## config.mk

```make
export PLATFORM = sky130hd
export DESIGN_NAME = bridge_data_parity_reporting
export DESIGN_NICKNAME = d
export VERILOG_FILES = /design/src/verilog/parity_report_pkg.sv /design/src/verilog/parity_eval_if.sv /design/src/verilog/parity_bus_eval.sv /design/src/verilog/bridge_data_parity_reporting.sv
export SDC_FILE = /design/constraint.sdc
export NUM_CORES = 1
export LEC_CHECK = 0
export ABC_AREA = 1
export BUFFER_PORTS_ARGS = -buffer_cell sky130_fd_sc_hd__buf_2
export CAP_MARGIN = 30
export CORE_MARGIN = 5
export CORE_UTILIZATION = 33
export CTS_BUF_LIST = sky130_fd_sc_hd__clkbuf_4
export CTS_CLUSTER_SIZE = 25
export DETAILED_ROUTE_END_ITERATION = 10
export PLACE_DENSITY = 0.85
export SLEW_MARGIN = 20
export SYNTH_ARGS = -nofsm -noshare
export SYNTH_HDL_FRONTEND = slang
export SYNTH_SLANG_ARGS = --single-unit
```

## constraint.sdc

```tcl
create_clock -name i_mclk -period 0.8 [get_ports i_mclk]
set_input_delay 0.12 -clock i_mclk [delete_from_list [all_inputs] [get_ports i_mclk]]
set_output_delay 0.12 -clock i_mclk [all_outputs]
set_load 0.1 [all_outputs]
```

## src/verilog/parity_report_pkg.sv

```systemverilog
// Purpose: Shared constants and types of the bridge data parity reporting block.
// Assumes: 8-bit register address, 32-bit register data.
// Notes: Each register takes one aligned 32-bit word.
package parity_report_pkg;

	// Transaction kinds that the forwarding logic reports.
	typedef enum logic [1:0]
	{
		XACT_READ,
		XACT_POSTED_WRITE,
		XACT_DELAYED_WRITE
	} xact_t;

	// Register geometry.
	localparam int          ADDR_W        = 8;
	localparam int          DATA_W        = 32;
	localparam logic [7:0]  CTRL_OFFSET   = 8'h00;
	localparam logic [7:0]  STATUS_OFFSET = 8'h04;

	// Control register fields.
	localparam int          CTRL_PRI_EN_BIT = 0;
	localparam int          CTRL_SEC_EN_BIT = 1;
	localparam logic [1:0]  CTRL_RESET      = 2'h0;

	// Status register fields.
	localparam int          STAT_PRI_DPD_BIT   = 0;
	localparam int          STAT_SEC_DPD_BIT   = 1;
	localparam int          STAT_PRI_DRIVE_BIT = 2;
	localparam int          STAT_SEC_DRIVE_BIT = 3;
	localparam logic [1:0]  STATUS_RESET       = 2'h0;

	// Read data returned outside a read cycle or for an unmapped address.
	localparam logic [31:0] RDATA_IDLE = 32'h0000_0000;

endpackage

```

## src/verilog/parity_eval_if.sv

```systemverilog
// Purpose: Carries one bus's parity evaluation inputs and verdicts.
// Assumes: All signals are sampled on the bridge clock.
// Notes: "Here" is the bus being judged, "other" the opposite bus.
`timescale 1ns/1ps
interface parity_eval_if;
	import parity_report_pkg::*;

	logic  valid;       // One-cycle report of a finished data phase.
	xact_t kind;        // Transaction type.
	logic  away;        // Bridge is master on this bus for the transfer.
	logic  err_here;    // Bridge saw bad parity on this bus.
	logic  pin_here;    // Parity error pin of this bus seen asserted.
	logic  pin_other;   // Parity error pin of the opposite bus seen asserted.
	logic  en_here;     // Response enable of this bus.
	logic  en_other;    // Response enable of the opposite bus.
	logic  dpd_set;     // Set the data-parity-detected bit of this bus.
	logic  perr_assert; // Drive this bus's parity error pin low.

	modport eval
	(
		input  valid, kind, away, err_here, pin_here, pin_other, en_here, en_other,
		output dpd_set, perr_assert
	);

	modport ctrl
	(
		output valid, kind, away, err_here, pin_here, pin_other, en_here, en_other,
		input  dpd_set, perr_assert
	);

endinterface

```

## src/verilog/parity_bus_eval.sv

```systemverilog
// Purpose: Judges one bus: status set and parity error pin decision.
// Assumes: Inputs are a single-cycle report from the forwarding logic.
// Notes: Purely combinational; the same module serves both buses mirrored.
`timescale 1ns/1ps
module parity_bus_eval
	import parity_report_pkg::*;
(
	parity_eval_if.eval bus
);

	// Decoded roles of the bridge on this bus.
	wire is_read      = (bus.kind == XACT_READ);
	wire is_write     = (bus.kind == XACT_POSTED_WRITE) || (bus.kind == XACT_DELAYED_WRITE);
	wire is_delayed   = (bus.kind == XACT_DELAYED_WRITE);
	wire seen_here    = bus.err_here || bus.pin_here;
	// Bridge is initiator of a read or target of a write on this bus.
	wire drives_perr  = (is_read && bus.away) || (is_write && !bus.away);

	// Only a master on this bus records a detected data parity error.
	assign bus.dpd_set = bus.valid && bus.away && seen_here && bus.en_here;

	// Own parity error, or the far pin reported on a delayed write completion.
	wire own_err      = drives_perr && bus.err_here && bus.en_here;
	wire forwarded    = is_delayed && !bus.away && bus.pin_other
		&& bus.en_here && bus.en_other;

	assign bus.perr_assert = bus.valid && (own_err || forwarded);

endmodule

```

## src/verilog/bridge_data_parity_reporting.sv

```systemverilog
// Purpose: Data parity status bits and parity error pin drive of a bridge.
// Assumes: One transaction report per cycle, inputs synchronous to i_mclk.
// Notes: Pins are sustained tri-state: low, one cycle high, then released.
`timescale 1ns/1ps

// What this block does
// - Primary detected bit needs bridge primary master
// - Upstream transfers, primary error, enable: set
// - Secondary detected bit needs bridge secondary master
// - Downstream transfers, secondary error, enable: set
// - Primary pin: write target or read initiator
// - Downstream delayed write far pin forwards primary
// - Primary pin low for its table cases
// - Secondary pin: role, enable, own error
// - Upstream delayed write far pin forwards secondary
// - Forwarding to secondary needs both enables
module bridge_data_parity_reporting
	import parity_report_pkg::*;
(
	input  wire logic              i_mclk,
	input  wire logic              i_nrst,
	input  wire logic [ADDR_W-1:0] i_addr,
	input  wire logic [DATA_W-1:0] i_wdata,
	input  wire logic              i_wr,
	input  wire logic              i_rd,
	output logic      [DATA_W-1:0] o_rdata,
	input  wire logic              i_xact_valid,
	input  wire xact_t             i_xact_kind,
	input  wire logic              i_xact_upstream,
	input  wire logic              i_pri_data_err,
	input  wire logic              i_sec_data_err,
	input  wire logic              i_primary_parity_error_pin_in_n,
	input  wire logic              i_secondary_parity_error_pin_in_n,
	output logic                   o_primary_parity_error_pin_n,
	output logic                   o_primary_parity_error_pin_oe,
	output logic                   o_secondary_parity_error_pin_n,
	output logic                   o_secondary_parity_error_pin_oe
);

	// Reset release through two flops; assertion stays asynchronous.
	logic rst_meta_reg;
	logic rst_n_reg;

	always_ff @(posedge i_mclk or negedge i_nrst)
	begin
		if (!i_nrst)
		begin
			rst_meta_reg <= 1'b0;
			rst_n_reg    <= 1'b0;
		end
		else
		begin
			rst_meta_reg <= 1'b1;
			rst_n_reg    <= rst_meta_reg;
		end
	end

	// Register state.
	logic [1:0]        ctrl_reg;
	logic [1:0]        ctrl_next;
	logic [1:0]        status_reg;
	logic [1:0]        status_next;
	logic [DATA_W-1:0] rdata_next;

	// Address decode and write strobes.
	wire sel_ctrl   = (i_addr == CTRL_OFFSET);
	wire sel_status = (i_addr == STATUS_OFFSET);
	wire wr_ctrl    = i_wr && sel_ctrl;
	wire wr_status  = i_wr && sel_status;
	wire pri_en     = ctrl_reg[CTRL_PRI_EN_BIT];
	wire sec_en     = ctrl_reg[CTRL_SEC_EN_BIT];

	// Incoming pins are active low; work internally with asserted levels.
	wire pri_pin    = !i_primary_parity_error_pin_in_n;
	wire sec_pin    = !i_secondary_parity_error_pin_in_n;

	// One evaluator per bus, mirrored on direction and enables.
	parity_eval_if pri_if ();
	parity_eval_if sec_if ();

	assign pri_if.valid     = i_xact_valid;
	assign pri_if.kind      = i_xact_kind;
	assign pri_if.away      = i_xact_upstream;
	assign pri_if.err_here  = i_pri_data_err;
	assign pri_if.pin_here  = pri_pin;
	assign pri_if.pin_other = sec_pin;
	assign pri_if.en_here   = pri_en;
	assign pri_if.en_other  = sec_en;

	assign sec_if.valid     = i_xact_valid;
	assign sec_if.kind      = i_xact_kind;
	assign sec_if.away      = !i_xact_upstream;
	assign sec_if.err_here  = i_sec_data_err;
	assign sec_if.pin_here  = sec_pin;
	assign sec_if.pin_other = pri_pin;
	assign sec_if.en_here   = sec_en;
	assign sec_if.en_other  = pri_en;

	parity_bus_eval u_pri_eval
	(
		.bus (pri_if)
	);

	parity_bus_eval u_sec_eval
	(
		.bus (sec_if)
	);

	// Status bits set by hardware, cleared by writing one; a set wins.
	wire [1:0] dpd_set = {sec_if.dpd_set, pri_if.dpd_set};
	wire [1:0] w1c     = wr_status ? i_wdata[1:0] : 2'h0;

	assign ctrl_next   = wr_ctrl ? i_wdata[1:0] : ctrl_reg;
	assign status_next = (status_reg & ~w1c) | dpd_set;

	// Read mux; data stands only in the cycle after the read strobe.
	wire [DATA_W-1:0] ctrl_word   = {30'h0, ctrl_reg};
	wire [DATA_W-1:0] status_word = {28'h0, !o_secondary_parity_error_pin_n,
		!o_primary_parity_error_pin_n, status_reg};

	assign rdata_next = !i_rd     ? RDATA_IDLE :
		sel_ctrl   ? ctrl_word :
		sel_status ? status_word : RDATA_IDLE;

	always_ff @(posedge i_mclk or negedge rst_n_reg)
	begin
		if (!rst_n_reg)
		begin
			ctrl_reg   <= CTRL_RESET;
			status_reg <= STATUS_RESET;
			o_rdata    <= RDATA_IDLE;
		end
		else
		begin
			ctrl_reg   <= ctrl_next;
			status_reg <= status_next;
			o_rdata    <= rdata_next;
		end
	end

	// Pin drive: low on assertion, then one cycle driven high before release,
	// so the shared line returns high quickly instead of floating up slowly.
	wire pri_oe_next = pri_if.perr_assert
		|| (o_primary_parity_error_pin_oe && !o_primary_parity_error_pin_n);
	wire sec_oe_next = sec_if.perr_assert
		|| (o_secondary_parity_error_pin_oe && !o_secondary_parity_error_pin_n);

	always_ff @(posedge i_mclk or negedge rst_n_reg)
	begin
		if (!rst_n_reg)
		begin
			o_primary_parity_error_pin_n    <= 1'b1;
			o_primary_parity_error_pin_oe   <= 1'b0;
			o_secondary_parity_error_pin_n  <= 1'b1;
			o_secondary_parity_error_pin_oe <= 1'b0;
		end
		else
		begin
			o_primary_parity_error_pin_n    <= !pri_if.perr_assert;
			o_primary_parity_error_pin_oe   <= pri_oe_next;
			o_secondary_parity_error_pin_n  <= !sec_if.perr_assert;
			o_secondary_parity_error_pin_oe <= sec_oe_next;
		end
	end

	// Checks of the reporting behaviour.
	wire up_any   = i_xact_valid && i_xact_upstream;
	wire down_any = i_xact_valid && !i_xact_upstream;
	wire rd_k     = (i_xact_kind == XACT_READ);
	wire dw_k     = (i_xact_kind == XACT_DELAYED_WRITE);
	wire wr_k     = !rd_k;
endmodule

```

# Yosys cells after proc, flatten, opt, wreduce, memory -nomap -nowiden

Cells that the tools add are included.
W data, S select, Z words.

Register bits after elaboration: 14
Input bits: 52
Output and inout port bits: 36
Logic and storage cells: 65

Equal/unequal tests: 3
Multiplexer cells: 4
Bitwise logic cells: 3
Reduce and logical (&&, ||, !) cells: 46

Operators with widths:

| kind                 | number |
|---|---|
| $logic_and A1 B1 Y1  | 28 |
| $mux W4              | 3 |
| $logic_or A1 B1 Y1   | 9 |
| $eq A8 B3 Y1 const B | 1 |
| $logic_not A8 Y1     | 1 |
| $logic_not A1 Y1     | 7 |
| $and A2 B2 Y2        | 1 |
| $eq A2 B1 Y1 const B | 1 |
| $eq A2 B2 Y1 const B | 1 |
| $logic_not A2 Y1     | 1 |
| $mux W2              | 1 |
| $not A2 Y2           | 1 |
| $or A2 B2 Y2         | 1 |

# Depth between registers and ports, before layout

Gate-level depths: netlist of run 1.

Depth after elaboration: 9
Mapped depth: 8
Mapped depth without buffers: 8

# Modules after synthesis

A second synthesis of run 1 with hierarchy kept.

Cell total of the unflattened synthesis: 116
Area, all modules: 928.4 µm²

By module, submodules not included:

| module                       | instances | cells each | area an instance (µm²) | seq. area each (µm²) |
|---|---|---|---|---|
| bridge_data_parity_reporting | 1         | 88         | 770.7                  | 352.8 |
| parity_bus_eval              | 2         | 14         | 78.8                   | 0.0 |

# Least setup slack after synthesis of run 1

Ideal clock, no wire load.

Path type: reg-to-reg
Start point: reg o_secondary_parity_error_pin_oe
End point: reg o_secondary_parity_error_pin_oe
Library setup time: 0.079 ns
Arrival time: 1.109 ns
Data required time: 0.721 ns
Setup slack: -0.388 ns
Cell stages (with the launch flop): 3
Buffers on the path: 0
Cells stage by stage: dfrtp_1 > inv_1 > o21ai_1

Longest elaborated chain between the ends: 2

RTL lines:

| item                   | RTL line                            | text |
|---|---|---|
| from (decl)            | bridge_data_parity_reporting.sv:37  | `output logic o_secondary_parity_error_pin_oe` |
| from (signal assigned) | bridge_data_parity_reporting.sv:162 | `o_secondary_parity_error_pin_oe <= sec_oe_next;` |
| $logic_and A1 B1 Y1    | bridge_data_parity_reporting.sv:146 | `\|\| (o_secondary_parity_error_pin_oe && !o_secondary_parity_error_pin_n);` |
| $logic_or A1 B1 Y1     | bridge_data_parity_reporting.sv:146 |  |
| via sec_oe_next        | bridge_data_parity_reporting.sv:145 | `wire sec_oe_next = sec_if.perr_assert` |

The timed path passes the listed nets, and every way through them passes these cells.
A chain may end at the register's enable or synchronous reset.

# Final worst setup path of run 1

Start point: reg o_primary_parity_error_pin_n
End point: out o_primary_parity_error_pin_n

RTL lines:

| item                   | RTL line                            | text |
|---|---|---|
| from (decl)            | bridge_data_parity_reporting.sv:34  | `output logic o_primary_parity_error_pin_n,` |
| from (signal assigned) | bridge_data_parity_reporting.sv:159 | `o_primary_parity_error_pin_n <= !pri_if.perr_assert;` |

No word-level cell between the ends.

==> out/metrics.cfg, run 1 <==
[layout]
diodes = 0
final_common_cell = conb_1
finalInstanceArea_um2 = 1270
drive_above_1_share_pct = 44.7
mostFrequentLayoutCells = conb_1 (29), buf_2 (21), nand2_1 (19), inv_1 (9), buf_12 (8)
final_cells = 183
area_growth_syn_to_layout_pct = 41.0
layout.nets = 207
largest_reg_flops = 4

[floorplan]
io_pins = 88
rows = 19
start_util_pct = 33.5
fp.coreArea_um2 = 2690
die_area_um2 = 3870
die_y_um = 62.2
dieWidth_um = 62.2

[setup_path]
cp_cell_sequence = buf_12
path_class = reg -> out
critical_path_buf_inv_count = 1
cp_top_family = flip-flops
required_ps = 680
cpMaxStageDelayCell = dfstp_4
end_kind = output port
max_stage_delay_ps = 650
critPathLaunchType = register
cp.arrival_ps = 1100
crit_fanout = 3

[timing]
finalSetupViolations = 14
fin_crit_sh_pct = 153
finalMaxSlewViolations = 0
hold_viol = 0
setup_tns_ps = -2510
rsz0062_at_grt = yes
finalWorstSetupSlack_ps = -425
max_freq_mhz = 817
post-route-min-period_ps = 1220
finClkSkew_ps = 0.540

[pwr]
p_leak_nw = 0.648
power.total_mw = 1.98
power_density_nw_per_um2 = 1560
irDropWorstVdd_mv = 0.738

[place]
place_area_um2 = 1150
routabilityCongestion = 0.806
place_inst = 174
port_buffers = 29
dp_hpwl_um = 1520

[grt]
overflow = 0
antenna_found_initial = 0
grt_usage_pct = 8.30
grt_pass1_wl_um = 2590
grt_max_degree = 9
grt_pass1_vias = 649

[clock_tree]
cts-buffers-inserted = 3
cts_tree = built
cts_max_level = 1
path_clk_slew_ps = 80
cts_sinks = 14
cts-root-buf = clkbuf_4
insertion_delay_ps = 280
clk_path_buf_depth = 2

[run_status]
status = finished with violations
violations = setup timing

[synth]
syn_area_per_cell_um2 = 8.25
yosysSeqAreaShare_pct = 39.2
netlist-cell-type-count = 19
ys_seq_elements = 14
netlist_area_um2 = 900
yosys_warnings = 0
netlist_instances = 109
synth_top_area_share_pct = 33.4
synth_top_cell_by_area = dfrtp_1
synth_area_leaders = dfrtp_1 (33%), buf_4 (23%), nand2_1 (9.2%), dfstp_2 (5.8%), inv_1 (4.2%)

[run]
maxCapViolations = 0

[drt]
detail_route.first_pass.iterations = 4
viasPerCell = 4.07
avgRoutedWirePerCell_um = 9.75
vias = 744
ant_nets = 0
dr.first_iter.drc_count = 15
wl_um = 1790
drc = 0

[min_path]
hold_class = in -> reg

[layer usage]
metal  vias up  global-route usage (%)  wire length (µm)
li1        368                       -                 -
met1       338                    8.59               629
met2        36                    13.3               953
met3         2                    2.88               179
met4         0                    6.78                22
met5         -                       0                 0
[power breakdown]
part | switching [mW] | leakage (nW) | total, mW | internal, mW
combinational | 0.688 | 0.461 | 0.813 | 0.125
sequential | 0.0257 | 0.172 | 0.768 | 0.742
clock | 0.221 | 0.0154 | 0.402 | 0.181
[Yosys cell counts (all sizes together)]
| master | instances |
|---|---|
| nor2 | 11 |
| dfrtp | 12 |
| inv | 10 |
| nand2 | 24 |
| nand3 | 7 |
| nand4 | 1 |
| o2111ai | 1 |
| a21boi | 2 |
| dfstp | 2 |
| conb | 2 |
| buf | 28 |
| ha | 2 |
| a21oi | 3 |
| o21ai | 4 |
[final cells by class]
| class | instances | area, µm² |
|---|---|---|
| fillers | 260 | 1420 |
| clock buffers | 3 | 22.5 |
| well taps | 31 | 38.8 |
| inverters | 10 | 37.5 |
| flip-flops and latches | 14 | 368 |
| multi-input cells | 84 | 437 |
| repair buffers | 40 | 362 |
| clock inverters | 1 | 3.75 |
[repair_timing]
action,CTS,global route
hold buffers,1,0
pin swaps,1,7
resized for setup,4,14
endpoints found under the hold margin,2,0
setup endpoints to repair,15,17
setup buffers,2,3
[kinds of logic (layout without fill, tap and decap cells)]
logic type      Yosys count  in the layout  share of synthesized area, %
simple gates             43             43                          23.1
compound gates           10             10                          6.54
fa+ha+maj                 2              2                          2.78
flops                    14             14                          39.2
other cells               2             29                         0.835
buf+inv                  38             54                          27.5
[worst paths after layout]
kind,depth (start not counted),from,endpoint,slack [ps]
max,1,o_primary_parity_error_pin_n$_DFF_PN1_,o_primary_parity_error_pin_n,-420
min,2,i_xact_valid,o_primary_parity_error_pin_n$_DFF_PN1_,70
max reg2reg,4,o_primary_parity_error_pin_n$_DFF_PN1_,o_primary_parity_error_pin_oe$_DFF_PN0_,-180
min reg2reg,0,rst_n_reg$_DFF_PN0_,o_primary_parity_error_pin_oe$_DFF_PN0_,80
max in group asynchronous,1,rst_n_reg$_DFF_PN0_,o_rdata[3]$_DFF_PN0_,390
min in group asynchronous,0,rst_n_reg$_DFF_PN0_,o_primary_parity_error_pin_oe$_DFF_PN0_,80
[metrics by stage]
step / hold WS, ps / utilization (%) / setup slack, ps
after floorplan: -176 / - / -230
after global placement: -94.1 / 43.0 / -180
after detailed placement: -92.8 / 43.0 / -206
after CTS: 73.4 / 45.3 / -441
after global routing: 85.3 / 47.2 / -464
final: 70.8 / 47.2 / -425
Power figures use the tool's default switching activity.
==> inputs of run 2 (changes only) <==
- ABC_AREA: 1 -> 0
- CORE_UTILIZATION: 33 -> 32
==> out/metrics.cfg, run 2 <==
[floorplan]
rows = 18
dieWidth_um = 61.7
fp.coreArea_um2 = 2520
die_y_um = 61.7
io_pins = 88
die_area_um2 = 3810
start_util_pct = 33.9

[layout]
largest_reg_flops = 4
drive_above_1_share_pct = 49.3
area_growth_syn_to_layout_pct = 51.8
final_cells = 164
layout.nets = 189
final_common_cell = conb_1
fillers = 208
diodes = 0
mostFrequentLayoutCells = conb_1 (29), buf_2 (17), buf_4 (11), buf_12 (8)

[setup_path]
cp.arrival_ps = 1090
critical_path_buf_inv_count = 1
cpMaxStageDelayCell = dfstp_4
critPathLaunchType = register
required_ps = 680
max_stage_delay_ps = 640
end_kind = output port
path_class = reg -> out
cp_cell_sequence = buf_12
crit_fanout = 2
cp_top_family = flip-flops

[synth]
netlist_area_um2 = 856
yosys_warnings = 0
syn_area_per_cell_um2 = 9.73
netlist-cell-type-count = 24
yosysSeqAreaShare_pct = 41.2
synth_area_leaders = dfrtp_1 (35%), buf_4 (25%), dfstp_2 (6.1%), ha_1 (2.9%), mux2_1 (2.6%)
synth_flop_cell = dfrtp_1
yosysMostFrequentCell = buf_4
synth_top_area_share_pct = 35.1
ys_async_sr_fraction_pct = 100
ys_top_cells_by_count = buf_4 (28), dfrtp_1 (12), nand2_1 (6)
synth_top_cell_by_area = dfrtp_1
netlist_instances = 88
synth_edf_count = 0
ys_seq_elements = 14

[drt]
ant_nets = 0
viasPerCell = 4.27
wl_um = 2080
vias = 700
drc = 0
detail_route.first_pass.iterations = 4
dr.first_iter.drc_count = 16
avgRoutedWirePerCell_um = 12.7

[pwr]
irDropWorstVdd_mv = 1.01
p_sw_mw = 0.977
power_density_nw_per_um2 = 1590
clkPwrFrac_pct = 19.9
intPower_mw = 1.09
pwr-share-seq_pct = 37.6
p_leak_nw = 0.616
pwr-share-comb_pct = 42.5
power.total_mw = 2.07
swShare_pct = 47.2

[grt]
antenna_found_initial = 0
overflow = 0
grt_usage_pct = 11.0
grt_pass1_wl_um = 3130
grt_pass1_vias = 683
grt_max_degree = 13

[timing]
setup_tns_ps = -3320
fin_crit_sh_pct = 152
finalMaxSlewViolations = 0
post-route-min-period_ps = 1210
finalSetupViolations = 19
max_freq_mhz = 825
rsz0062_at_grt = yes
finalWorstSetupSlack_ps = -412
hold_ws_ps = 104
hold_viol = 0
finClkSkew_ps = 1.34

[place]
port_buffers = 29
dp_hpwl_um = 1580
post-place-ws_ps = -440
routabilityCongestion = 0.822
place_inst = 156

[min_path]
hold_class = in -> reg

[clock_tree]
clk_path_buf_depth = 2
insertion_delay_ps = 280
cts_max_level = 1
cts-root-buf = clkbuf_4
cts_sinks = 14
cts_tree = built
path_clk_slew_ps = 80
cts-buffers-inserted = 3

[run]
maxCapViolations = 0

[run_status]
status = finished with violations
violations = setup timing

## run 2: cell types whose count changed after synthesis, moves of 3 or more
cell	previous run	this run
nor2b_1	0	3
o31ai_1	0	3
inv_1	10	4
nand2_1	22	6
nor2_4	3	0
nand3_1	6	2
## run 2: power groups by stage
| stage | clock, mW | combinational (mW) | sequential [mW] |
|---|---|---|---|
| after floorplan | 0 | 0.759 | 0.798 |
| after global placement | 0 | 0.811 | 0.781 |
| after detailed placement | 0 | 0.816 | 0.781 |
| after CTS | 0.432 | 0.844 | 0.771 |
| after global routing | 0.470 | 0.917 | 0.784 |
| final | 0.411 | 0.880 | 0.779 |
## run 2: final timing paths
check	end	slack, ps	from	depth (start not counted)
max	o_secondary_parity_error_pin_n	-410	o_secondary_parity_error_pin_n$_DFF_PN1_	1
max reg2reg	o_primary_parity_error_pin_oe$_DFF_PN0_	-220	ctrl_reg[1]$_DFFE_PN0P_	3
min in group asynchronous	rst_n_reg$_DFF_PN0_	160	i_nrst	2
min reg2reg	o_rdata[1]$_DFF_PN0_	170	rst_n_reg$_DFF_PN0_	1
max in group asynchronous	o_secondary_parity_error_pin_n$_DFF_PN1_	410	rst_n_reg$_DFF_PN0_	1
min	ctrl_reg[0]$_DFFE_PN0P_	100	i_wdata[0]	2
## run 2: what timing repair did
item                                    in CTS  in global routing
buffers inserted                             3                  0
endpoints found under the setup margin      18                 20
pin swaps                                    7                  6
hold buffers                                 1                  0
endpoints found under the hold margin        2                  0
resized for setup                            8                  7
## run 2: cell type report
type                    instances  area (µm²)  area share, %
clock buffers                   3        22.5           1.73
clock inverters                 1        3.75          0.289
inverters                       4        15.0           1.16
multi-input cells              69         447           34.4
flip-flops and latches         14         368           28.3
well taps                      30        37.5           2.89
repair buffers                 43         405           31.2
## run 2: logic make-up after synthesis
kind of cell	share of synthesized area [%]
fa+ha+maj	2.92
buf+inv	26.3
simple gates	15.8
compound gates	7.89
other cells	0.878
flops	41.2
mux	4.97
## run 2: stage by stage
step                      instance area [µm²]  utilization [%]
after CTS                                1260             50.0
after global routing                     1300             51.5
after global placement                   1160             46.2
after detailed placement                 1160             46.2
final                                    1300             51.5
after floorplan                           997                -
## run 2: metal layers
layer  vias up  wire length, µm  GRT usage (%)
li1        330                -              -
met1       320              778           13.4
met2        46             1010           18.2
met3         4              272           4.13
met4         0               19           2.73
met5         -                0              0
==> inputs of run 3 (changes only) <==
- TNS_END_PERCENT: unset -> 10
==> out/metrics.cfg, run 3 (synthesis gave the netlist of run 2 again) <==
[layout]
finalInstanceArea_um2 = 1220
drive_above_1_share_pct = 40.9
layout.nets = 187
fin_util_pct = 48.2
diodes = 0
final_common_cell = conb_1
largest_reg_flops = 4
final_cells = 162
area_growth_syn_to_layout_pct = 42.1
mostFrequentLayoutCells = conb_1 (29), buf_2 (21), dfrtp_1 (10), buf_4 (10), buf_12 (8)

[pwr]
intPower_mw = 1.06
pwr-share-seq_pct = 39.0
p_leak_nw = 0.595
p_sw_mw = 0.920
clkPwrFrac_pct = 19.0
irDropWorstVdd_mv = 0.714
pwr-share-comb_pct = 42.0
swShare_pct = 46.5
power_density_nw_per_um2 = 1630

[timing]
hold_viol = 0
fin_crit_sh_pct = 151
hold_ws_ps = 83.2
max_freq_mhz = 831
finalMaxSlewViolations = 0
finalWorstSetupSlack_ps = -404
post-route-min-period_ps = 1200
finClkSkew_ps = 10.5
rsz0062_at_grt = yes
finalSetupViolations = 19

[grt]
grt_use_met2_pct = 17.6
grt_max_degree = 13
grt_pass1_vias = 645
globalRouteMet3Util_pct = 2.48
top_usage_layer = met2
antenna_found_initial = 0
grt_use_met1_pct = 9.88
grt_pass1_wl_um = 2570
overflow = 0
grt_usage_pct = 9.13

[floorplan]
die_y_um = 61.7
io_pins = 88
dieWidth_um = 61.7
fp.coreArea_um2 = 2520
start_util_pct = 33.9
die_area_um2 = 3810
rows = 18

[place]
place_area_um2 = 1140
place_inst = 156
routabilityCongestion = 0.764
port_buffers = 29
post-place-ws_ps = -468
dp_hpwl_um = 1570

[clock_tree]
insertion_delay_ps = 270
cts_max_level = 1
clk_path_buf_depth = 2
cts-buffers-inserted = 3
cts_sinks = 14
path_clk_slew_ps = 80
cts_tree = built
cts-root-buf = clkbuf_4

[drt]
viasPerCell = 4.27
wl_um = 1800
dr.first_iter.drc_count = 14
vias = 692
drc = 0
ant_nets = 0
detail_route.first_pass.iterations = 4
avgRoutedWirePerCell_um = 11.1

[run_status]
status = finished with violations
violations = setup timing

[setup_path]
end_kind = output port
critical_path_buf_inv_count = 1
cp_top_family = flip-flops
cpMaxStageDelayCell = dfstp_4
cp.arrival_ps = 1080
path_class = reg -> out
critPathLaunchType = register
cp_cell_sequence = buf_12
required_ps = 680
crit_fanout = 2
r2r_cells = 3
cp.depth = 1
max_stage_delay_ps = 640

[min_path]
hold_class = in -> reg
hold_depth = 2

[run]
maxCapViolations = 0

-- run 3: cell count changes in the layout (fill, tap and decap cells not counted), sizes merged --
cell	before	now
buf	42	40
-- run 3: layout make-up --
type / count / area (µm²)
fillers: 215 / 1310
well taps: 30 / 37.5
flip-flops and latches: 14 / 363
repair buffers: 41 / 362
clock inverters: 1 / 3.75
inverters: 4 / 15.0
multi-input cells: 69 / 413
clock buffers: 3 / 22.5
-- run 3: power groups by stage --
stage	Combinational (mW)	Sequential (mW)	Clock (mW)
after floorplan	0.752	0.798	0
after global placement	0.798	0.780	0
after detailed placement	0.804	0.779	0
after CTS	0.817	0.767	0.396
after global routing	0.869	0.777	0.424
final	0.831	0.772	0.377
-- run 3: through the flow --
stage | TNS, ps | power, mW
floorplan | -3010 | 1.55
global placement | -3710 | 1.58
detailed placement | -4060 | 1.58
CTS | -3080 | 1.98
global route | -3750 | 2.07
finish | -3030 | 1.98
-- run 3: path summary, 6_finish.rpt --
| check | endpoint | start | slack (ps) |
|---|---|---|---|
| max | o_secondary_parity_error_pin_n | o_secondary_parity_error_pin_n$_DFF_PN1_ | -400 |
| min reg2reg | status_reg[1]$_DFF_PN0_ | rst_n_reg$_DFF_PN0_ | 160 |
| max reg2reg | o_primary_parity_error_pin_oe$_DFF_PN0_ | ctrl_reg[1]$_DFFE_PN0P_ | -200 |
| min in group asynchronous | rst_n_reg$_DFF_PN0_ | i_nrst | 150 |
| min | ctrl_reg[1]$_DFFE_PN0P_ | i_wdata[1] | 80 |
| max in group asynchronous | o_primary_parity_error_pin_n$_DFF_PN1_ | rst_n_reg$_DFF_PN0_ | 400 |
-- run 3: routing by layer --
layer  part of all wire (%)  routed length [µm]
met5                      0                   0
met4                      0                   0
met3                     14                 243
met2                     54                 963
met1                     33                 591
-- run 3: timing repair --
item,in CTS,in global routing
pin swaps,2,0
resized for setup,3,4
endpoints found under the setup margin,18,19
setup buffers,1,0
endpoints found under the hold margin,2,0
hold buffers,1,0
